$ cat config.mk
export PLATFORM = sky130hd
export DESIGN_NAME = pscr_top
export DESIGN_NICKNAME = d
export VERILOG_FILES = /design/src/hdl/pscr_pkg.sv /design/src/hdl/pscr_top.sv
export SDC_FILE = /design/constraint.sdc
export NUM_CORES = 1
export LEC_CHECK = 0
export BUFFER_PORTS_ARGS = -buffer_cell sky130_fd_sc_hd__buf_2
export CELL_PAD_IN_SITES_DETAIL_PLACEMENT = 0
export CELL_PAD_IN_SITES_GLOBAL_PLACEMENT = 1
export CORE_ASPECT_RATIO = 0.6
export CORE_MARGIN = 1
export CORE_UTILIZATION = 44
export CTS_CLUSTER_DIAMETER = 40
export CTS_CLUSTER_SIZE = 28
export DETAILED_ROUTE_END_ITERATION = 12
export GPL_TIMING_DRIVEN = 0
export HOLD_SLACK_MARGIN = 0.06
export PLACE_DENSITY_LB_ADDON = 0.1
export SLEW_MARGIN = 20
export SYNTH_ARGS = -nofsm -noshare
export SYNTH_HDL_FRONTEND = slang
export SYNTH_SLANG_ARGS = --single-unit
$ cat constraint.sdc
create_clock -name pclk -period 3.21 [get_ports pclk]
set_clock_uncertainty 0.05 [all_clocks]
set_input_delay 0.4815 -clock pclk [delete_from_list [all_inputs] [get_ports pclk]]
set_output_delay 0.4815 -clock pclk [all_outputs]
set_load 0.1 [all_outputs]
$ cat src/hdl/pscr_pkg.sv
// Constants, field layouts and carrier types for the serial reconfiguration chain.
// Assumes one pclk domain; the chain pins arrive asynchronously from core logic.
package pscr_pkg;
    localparam int CHAIN_LEN = 144;
    localparam int DIV_NUM   = 7;
    localparam int CNT_W     = 8;
    localparam int HALF_W    = 9;
    localparam int SET_W     = 9;
    localparam int ACT_WORDS = 5;

    // Register byte offsets
    localparam logic [7:0] ADDR_CTRL   = 8'h00;
    localparam logic [7:0] ADDR_STATUS = 8'h04;
    localparam logic [7:0] ADDR_MASK   = 8'h08;
    localparam logic [7:0] ADDR_INFO   = 8'h0c;
    localparam logic [7:0] ADDR_ACT0   = 8'h10;

    // Status, mask and info field positions
    localparam int ST_APPLY  = 0;
    localparam int ST_FULL   = 1;
    localparam int ST_OVER   = 2;
    localparam int ST_W      = 3;
    localparam int INFO_BUSY = 8;
    localparam int INFO_SHEN = 9;

    // Reset values and the bit counter saturation value
    localparam logic        CTRL_RUN_RST = 1'b1;
    localparam logic [2:0]  MASK_RST     = 3'h0;
    localparam logic [7:0]  BITCNT_MAX   = 8'hff;

    // One divider field, first-shifted bit at the bottom
    typedef struct packed {
        logic             odd;
        logic [CNT_W-1:0] high;
        logic             bypass;
        logic [CNT_W-1:0] low;
    } pscr_div_field_t;

    // Whole chain; div[0] is the last post-scale counter, div[5] feedback, div[6] pre-scale
    typedef struct packed {
        logic [SET_W-1:0]              filter;
        logic [SET_W-1:0]              pump;
        pscr_div_field_t [DIV_NUM-1:0] div;
    } pscr_chain_t;

    // Chain pins as one group
    typedef struct packed {
        logic clk;
        logic shift_en;
        logic data;
        logic apply;
    } pscr_scan_pins_t;
endpackage

$ cat src/hdl/pscr_top.sv
// Serial reconfiguration chain, active divider settings, divider counters and APB registers.
// Assumes chain pins come from core logic asynchronously; pclk stands for half a VCO cycle.
`timescale 1ns/100ps

// Rules for this block and its controller
// RULE_01: Chain is 144 bits, one bit per edge
// RULE_02: Controller keeps serial clock at most 100 MHz
// RULE_03: Controller raises enable a cycle before data
// RULE_04: First bit taken on second edge after enable
// RULE_05: Controller drops enable after 144 bits
// RULE_06: Apply pulse copies chain into active settings
// RULE_07: Busy high while reconfiguring, falls when done
// RULE_08: Each counter adopts at its own period end
// RULE_09: Controller resets loop after divider changes
// RULE_10: Unlimited repeated load and apply sequences
// RULE_11: Chain never changes counter phase offsets
// RULE_12: Eight-bit high and low counts set period
// RULE_13: Each divider field is eighteen chain bits
// RULE_14: Bypass set divides by one
// RULE_15: Odd clear: output falls on rising edge
// RULE_16: Odd set: fall on falling edge, half shifted
// RULE_17: First bit is last counter low LSB
// RULE_18: Bypass set ignores other count bits
// RULE_19: Chain shifts only while enable high
module pscr_top
(
    input  wire logic                       pclk,
    input  wire logic                       presetn,
    input  wire logic                       psel,
    input  wire logic                       penable,
    input  wire logic                       pwrite,
    input  wire logic [7:0]                 paddr,
    input  wire logic [31:0]                pwdata,
    output logic                            pready,
    output logic [31:0]                     prdata,
    output logic                            pslverr,
    output logic                            irq,
    input  wire pscr_pkg::pscr_scan_pins_t  scan_pins,
    output logic                            apply_busy,
    output logic [pscr_pkg::DIV_NUM-1:0]    div_clk,
    output logic [pscr_pkg::SET_W-1:0]      pump_current_setting,
    output logic [pscr_pkg::SET_W-1:0]      filter_setting
);
    import pscr_pkg::*;

    // Half-cycle length of one phase; a zero length clamps to one half-cycle (zero high count with odd set wraps to 511)
    function automatic logic [HALF_W-1:0] half_len(input pscr_div_field_t f, input logic hi);
        logic [HALF_W-1:0] n;
        if (hi)
            n = {f.high, 1'b0} - {{(HALF_W-1){1'b0}}, f.odd};  // [RULE_16]
        else
            n = {f.low, 1'b0} + {{(HALF_W-1){1'b0}}, f.odd};   // [RULE_16]
        if (n == '0)
            n = {{(HALF_W-1){1'b0}}, 1'b1};
        return n;
    endfunction

    // Synchroniser and chain state
    pscr_scan_pins_t     sync1_q, sync2_q, prev_q;
    logic                en_seen_q, en_seen_d;
    logic                app_seen_q, app_seen_d;
    pscr_chain_t         chain_q, chain_d;
    logic [7:0]          bitcnt_q, bitcnt_d;
    pscr_chain_t         act_q, act_d;
    logic                busy_q, busy_d;
    logic                ev_full, ev_over, ev_apply, ev_done;
    logic                scan_rise;

    // Counter state
    logic [DIV_NUM-1:0]  hi_q, hi_d;
    logic [DIV_NUM-1:0]  pend_q, pend_d;
    logic [HALF_W-1:0]   cnt_q [DIV_NUM];
    logic [HALF_W-1:0]   cnt_d [DIV_NUM];
    pscr_div_field_t     cfg_q [DIV_NUM];
    pscr_div_field_t     cfg_d [DIV_NUM];

    // Register state
    logic                run_q, run_d;
    logic [ST_W-1:0]     stat_q, stat_d;
    logic [ST_W-1:0]     mask_q, mask_d;
    logic                pready_q, pready_d;
    logic                pslverr_q, pslverr_d;
    logic [31:0]         prdata_q, prdata_d;
    logic                irq_q, irq_d;

    assign scan_rise = sync2_q.clk & ~prev_q.clk;

    // Chain shifting and apply; enable sampled on one edge, shifting from the next
    always_comb
    begin
        en_seen_d = en_seen_q;
        app_seen_d = app_seen_q;
        chain_d   = chain_q;
        bitcnt_d  = bitcnt_q;
        act_d     = act_q;
        ev_full   = 1'b0;
        ev_over   = 1'b0;
        ev_apply  = 1'b0;
        if (scan_rise)
        begin
            en_seen_d = sync2_q.shift_en;                               // [RULE_04]
            if (en_seen_q && sync2_q.shift_en)                          // [RULE_19]
            begin
                // New bit enters at the top so the first one ends at bit 0
                chain_d = {sync2_q.data, chain_q[CHAIN_LEN-1:1]};       // [RULE_01] [RULE_17]
                if (bitcnt_q != BITCNT_MAX)
                    bitcnt_d = bitcnt_q + 8'h01;
                ev_full = (bitcnt_q == 8'(CHAIN_LEN - 1));
                ev_over = (bitcnt_q >= 8'(CHAIN_LEN));
            end
            else if (!sync2_q.shift_en)
                bitcnt_d = 8'h00;                                       // [RULE_10]
            // Apply edge judged between serial edges, not pclk cycles
            app_seen_d = sync2_q.apply;
            if (sync2_q.apply && !app_seen_q)
            begin
                act_d    = chain_q;                                     // [RULE_06] [RULE_13]
                ev_apply = 1'b1;
            end
        end
    end

    // Synchronisers feed only the next stage; chain registers
    always_ff @(posedge pclk or negedge presetn)
    begin
        if (!presetn)
        begin
            sync1_q   <= '0;
            sync2_q   <= '0;
            prev_q    <= '0;
            en_seen_q <= 1'b0;
            app_seen_q <= 1'b0;
            chain_q   <= '0;
            bitcnt_q  <= 8'h00;
            act_q     <= '0;
        end
        else
        begin
            sync1_q   <= scan_pins;
            sync2_q   <= sync1_q;
            prev_q    <= sync2_q;
            en_seen_q <= en_seen_d;
            app_seen_q <= app_seen_d;
            chain_q   <= chain_d;
            bitcnt_q  <= bitcnt_d;
            act_q     <= act_d;
        end
    end

    // Divider counters; each takes new settings at the end of its own low phase, or at once while stopped
    always_comb
    begin
        logic boundary;
        boundary = 1'b0;
        hi_d     = hi_q;
        pend_d   = pend_q;
        busy_d   = busy_q;
        ev_done  = 1'b0;
        for (int i = 0; i < DIV_NUM; i++)
        begin
            cnt_d[i] = cnt_q[i];
            cfg_d[i] = cfg_q[i];
            boundary = ~hi_q[i] & (cfg_q[i].bypass | (cnt_q[i] == HALF_W'(1)));
            if (!run_q)
            begin
                // Stopped counters have no period end to wait for
                if (pend_q[i])
                begin
                    cfg_d[i]  = act_q.div[i];
                    pend_d[i] = 1'b0;
                    cnt_d[i]  = half_len(act_q.div[i], 1'b1);
                    hi_d[i]   = 1'b1;
                end
            end
            else if (boundary)
            begin
                // Only the divide ratio changes here; counting continues in step
                if (pend_q[i])                                          // [RULE_08] [RULE_11]
                begin
                    cfg_d[i]  = act_q.div[i];
                    pend_d[i] = 1'b0;
                end
                hi_d[i]  = 1'b1;
                cnt_d[i] = half_len(pend_q[i] ? act_q.div[i] : cfg_q[i], 1'b1);  // [RULE_12]
            end
            else if (cfg_q[i].bypass)
                hi_d[i] = 1'b0;                                         // [RULE_14] [RULE_18]
            else if (cnt_q[i] == HALF_W'(1))
            begin
                // Even lengths end on a VCO rising edge, odd ones on a falling edge
                hi_d[i]  = 1'b0;                                        // [RULE_15] [RULE_16]
                cnt_d[i] = half_len(cfg_q[i], 1'b0);                    // [RULE_12]
            end
            else
                cnt_d[i] = cnt_q[i] - HALF_W'(1);
        end
        // Fresh apply re-arms every counter and wins over completion
        if (ev_apply)
        begin
            pend_d = '1;                                                // [RULE_06]
            busy_d = 1'b1;                                              // [RULE_07]
        end
        else if (busy_q && pend_q == '0)
        begin
            busy_d  = 1'b0;                                             // [RULE_07]
            ev_done = 1'b1;
        end
    end

    always_ff @(posedge pclk or negedge presetn)
    begin
        if (!presetn)
        begin
            hi_q   <= '0;
            pend_q <= '0;
            busy_q <= 1'b0;
            for (int i = 0; i < DIV_NUM; i++)
            begin
                cnt_q[i] <= HALF_W'(1);
                cfg_q[i] <= '0;
            end
        end
        else
        begin
            hi_q   <= hi_d;
            pend_q <= pend_d;
            busy_q <= busy_d;
            for (int i = 0; i < DIV_NUM; i++)
            begin
                cnt_q[i] <= cnt_d[i];
                cfg_q[i] <= cfg_d[i];
            end
        end
    end

    // APB slave: no wait states, read data captured in setup, writes land at completion
    always_comb
    begin
        logic             wr;
        logic [ST_W-1:0]  ev;
        logic [3:0]       widx;
        logic [CHAIN_LEN+15:0] act_pad;
        wr       = psel & penable & pready_q & pwrite;
        ev       = '0;
        widx     = 4'(paddr[7:2] - ADDR_ACT0[7:2]);
        act_pad  = {16'h0000, act_q};
        run_d    = run_q;
        mask_d   = mask_q;
        stat_d   = stat_q;
        pready_d = psel & ~penable;
        pslverr_d = 1'b0;
        prdata_d  = prdata_q;
        ev[ST_APPLY] = ev_done;
        ev[ST_FULL]  = ev_full;
        ev[ST_OVER]  = ev_over;
        if (psel && !penable)
        begin
            prdata_d = 32'h0000_0000;
            unique case (paddr)
                ADDR_CTRL:   prdata_d[0] = run_q;
                ADDR_STATUS: prdata_d[ST_W-1:0] = stat_q;
                ADDR_MASK:   prdata_d[ST_W-1:0] = mask_q;
                ADDR_INFO:   prdata_d = {22'h0, sync2_q.shift_en, busy_q, bitcnt_q};
                default:
                begin
                    if (paddr >= ADDR_ACT0 && widx < 4'(ACT_WORDS) && paddr[1:0] == 2'b00)
                        prdata_d = act_pad[widx*32 +: 32];
                    else
                        pslverr_d = 1'b1;
                end
            endcase
        end
        else if (psel && penable)
            pslverr_d = pslverr_q;
        if (wr && paddr == ADDR_CTRL)
            run_d = pwdata[0];
        if (wr && paddr == ADDR_MASK)
            mask_d = pwdata[ST_W-1:0];
        // Write-one clears, but a same-cycle event keeps its bit
        if (wr && paddr == ADDR_STATUS)
            stat_d = stat_q & ~pwdata[ST_W-1:0];
        stat_d = stat_d | ev;
        irq_d  = |(stat_d & mask_d);
    end

    always_ff @(posedge pclk or negedge presetn)
    begin
        if (!presetn)
        begin
            run_q     <= CTRL_RUN_RST;
            mask_q    <= MASK_RST;
            stat_q    <= '0;
            pready_q  <= 1'b0;
            pslverr_q <= 1'b0;
            prdata_q  <= 32'h0000_0000;
            irq_q     <= 1'b0;
        end
        else
        begin
            run_q     <= run_d;
            mask_q    <= mask_d;
            stat_q    <= stat_d;
            pready_q  <= pready_d;
            pslverr_q <= pslverr_d;
            prdata_q  <= prdata_d;
            irq_q     <= irq_d;
        end
    end

    // Outputs straight from flip-flops
    assign pready               = pready_q;
    assign prdata               = prdata_q;
    assign pslverr              = pslverr_q;
    assign irq                  = irq_q;
    assign apply_busy           = busy_q;
    assign div_clk              = hi_q;
    assign pump_current_setting = act_q.pump;
    assign filter_setting       = act_q.filter;
endmodule

==> flow_summary_export.csv <==
group,metric,value,unit
power,vdd_ir_drop_max,0.3487,mV
synthesis,ys_async_sr_fraction,100.0,%
synthesis,yosysSeqAreaShare,47.03,%
global_routing,grt_antenna_before_repair,2,
worst_setup_path,arrival,3.67,ns
synthesis,syn_nets,3299,
global_routing,grt_pass1_wl,161.2,mm
global_routing,grt_start_max_net_pins,97,
global_routing,overflow,0,
power,p_switching,6.185,mW
floorplanning,chipHeight,202.4,um
floorplanning,core_area,66220,um2
min_path,min_path_type,"in -> reg",
floorplanning,die_w,336.0,um
synthesis,synth_largest_area_cell,"dfrtp_1",
power,power_density,579.0,nW/um2
power,pwr-share-seq,41.3,%
timing,fmax,314.4,MHz
synthesis,synth_top_area_share,46.32,%
timing,rsz0062_at_grt,"no",
power,finalPower,19.59,mW
power,pwr-share-clk,42.7,%
drt,first_pass_iters,5,
drt,drt_wl_total,108.3,mm
worst_setup_path,crit_path_end_kind,"flip-flop",
synthesis,ys_top_cells_by_area,"dfrtp_1 (46%), nand2_1 (12%), mux2_2 (4.6%), mux2i_1 (2.9%), xor2_1 (2.2%)",
run_status,outcome,"finished clean",
placement,dp_hpwl,81.07,mm
floorplanning,die_area,67990,um2
finish,layoutNonFillerInstCount,4323,
timing,hold_viol,0,
power,power_switching_share,31.57,%
placement,dp_cells,4192,
cts,numCtsBuffers,71,
finish,fin_util,51.09,%
placement,io_buffer_count,80,
worst_setup_path,startpoint_type,"flip-flop",
cts,cts.clk_slew.worst_paths,0.08,ns
synthesis,ys_types,102,
drt,vias,25330,
finish,layout-area-overhead-vs-synth,14.90,%
placement,routabilityCongestion,0.9279,
cts,clockBufferDepth,3,
global_routing,grt_use_total,32.24,%
timing,layout_min_cycle_time,3.180,ns
synthesis,synth-edff-count,0,
synthesis,netlist_top_cells_count,"nand2_1 (975), dfrtp_1 (545), nor2_1 (153)",
power,p_int,13.40,mW
drt,post_drt_via_cell_ratio,5.858,
cts,cts-root-buf,"clkbuf_16",
worst_setup_path,cp.required,3.70,ns
cts,cts_tree,"built",
floorplanning,row_count,73,
cts,clk_latency,0.65,ns
timing,setup_viol,0,
synthesis,synth_ff_type,"dfrtp_1",
floorplanning,start_util,44.46,%
floorplanning,ios,110,
synthesis,synth_most_common_cell,"nand2_1",
timing,hold_slack,0.1099,ns
global_routing,grt_pass1_vias,24210,
drt,final_antenna_net_count,0,
worst_setup_path,critPathKind,"reg -> reg",
finish,drive_gt1_share,15.10,%
finish,antennaDiodeCount,0,
timing,relSlewSlack,18.77,%
placement,placed_cell_area,31220,um2
synthesis,syn_area,29440,um2
drt,drt_iter0_markers,3184,
finish,fin_area,33830,um2
power,comb_power_share,16.0,%
timing,drv_slew,0,
synthesis,synthCells,3204,
drt,drc,0,
synthesis,yosys_warnings,0,
drt,wl_per_cell,25.06,um
power,power.static_leakage,16.72,nW
synthesis,ys_ff_latch,553,
timing,worst_pin_slew,1.207,ns
cts,htree_levels,3,
worst_setup_path,critPathMaxFanout,10,
synthesis,avgSynthCellArea,9.190,um2
cts,cts.sinks,553,
finish,num-nets-final,3462,
timing,fin_crit_sh,99.08,%
flow_run,drv_cap,0,
cell families (layout without fill, tap and decap cells):
group	count (synthesis)	after routing	synth area share (%)
buffers and inverters	281	500	4.122
AOI/OAI and AO/OA	483	483	11.25
xor gates and xnor gates	132	132	3.926
and+or+nand+nor	1476	1476	22.39
DFF	553	553	47.03
adders and majority gates	46	46	1.955
muxes	233	233	9.323
path summary, 6_finish.rpt:
path	startpoint	endpoint	slack (ns)	cells past startpoint
worst min register to register	sync1_q[0]$_DFF_PN0_	sync2_q[0]$_DFF_PN0_	0.30	0
min in group asynchronous	presetn	cnt_q[23]$_DFFE_PN0P_	0.30	2
worst max register to register	run_q$_DFFE_PN1P_	cnt_q[51]$_DFFE_PN0P_	0.03	6
max in group asynchronous	presetn	cfg_q[121]$_DFFE_PN0N_	0.93	5
worst min-delay path	pwdata[2]	mask_q[2]$_DFF_PN0_	0.11	2
worst max-delay path	run_q$_DFFE_PN1P_	cnt_q[51]$_DFFE_PN0P_	0.03	6
flip-flops by register name, indices dropped and copies added (netlist names), 8 cells and up:
register	count
pump_current_setting	9
cfg_q	126
chain_q	144
prdata	32
act_q	126
bitcnt_q	8
filter_setting	9
cnt_q	63
layout make-up:
class | count | area, um2
tap | 900 | 1126
inverter | 70 | 265.3
fill | 6213 | 32390
buffer | 204 | 983.4
clock inverter | 51 | 605.6
sequential | 553 | 13850
multi-input combinational | 2370 | 14440
clock buffer | 78 | 1846
timing repair buffer | 97 | 718.2
cells in the final DEF, fill, tap and decap left out, drive strengths merged, types with 10 or more instances in the layout:
cell,instances
or2,11
a211oi,30
o21ai,105
nor2b,15
clkbuf,210
inv,92
nor2,153
nand2b,15
nand2,985
nor4,38
o211ai,16
buf,161
ha,46
nand4,16
o22ai,30
mux4,17
xnor2,57
a22o,27
a21oi,102
xor2,75
and3,12
mux2,130
nor3b,50
nand3,38
dfrtp,545
a211o,11
nand3b,10
a31oi,20
o31ai,21
mux2i,86
clkinv,21
nor3,77
power groups by stage:
stage          Combinational, mW  Clock, mW  Sequential [mW]
3_5_place_dp                3.08          0             8.18
3_3_place_gp                3.01          0             8.17
4_1_cts                     3.10       8.45             8.07
2_1_floorplan               2.12          0             8.17
5_1_grt                     3.42       8.75             8.17
6_report                    3.14       8.36             8.10
per-layer routing:
| layer | share of wire (%) | global-route usage [%] | vias up |
|---|---|---|---|
| li1 | - | - | 11370 |
| met1 | 49 | 51.66 | 12670 |
| met2 | 38 | 41.56 | 1133 |
| met3 | 9.7 | 8.357 | 146 |
| met4 | 2.6 | 8.480 | 2 |
| met5 | 0.17 | 1.915 | - |
worst max-delay path: stages, from the launching register on:
cell and delay [ns]:
dfstp_2 0.57, buf_2 0.49, buf_4 0.42, clkbuf_2 0.50, buf_4 0.48, o21ai_0 0.25, o21ai_0 0.21
stage by stage:
stage	TNS, ns	setup WS [ns]
6_report	0	0.02956
5_1_grt	0	0.001884
4_1_cts	0	0.01375
3_5_place_dp	-64.35	-1.266
3_3_place_gp	-5606.59	-10.12
2_1_floorplan	0	0.1341
what timing repair did:
item | 4_1_cts | 5_1_grt
hold buffers | 8 | 0
cloned | 0 | 0
endpoints found under the setup margin | 93 | 61
hold endpoints to repair | 54 | 0
buffers inserted | 1 | 0
resized for setup | 21 | 17
Note: power is estimated with default switching activity, not from simulation.
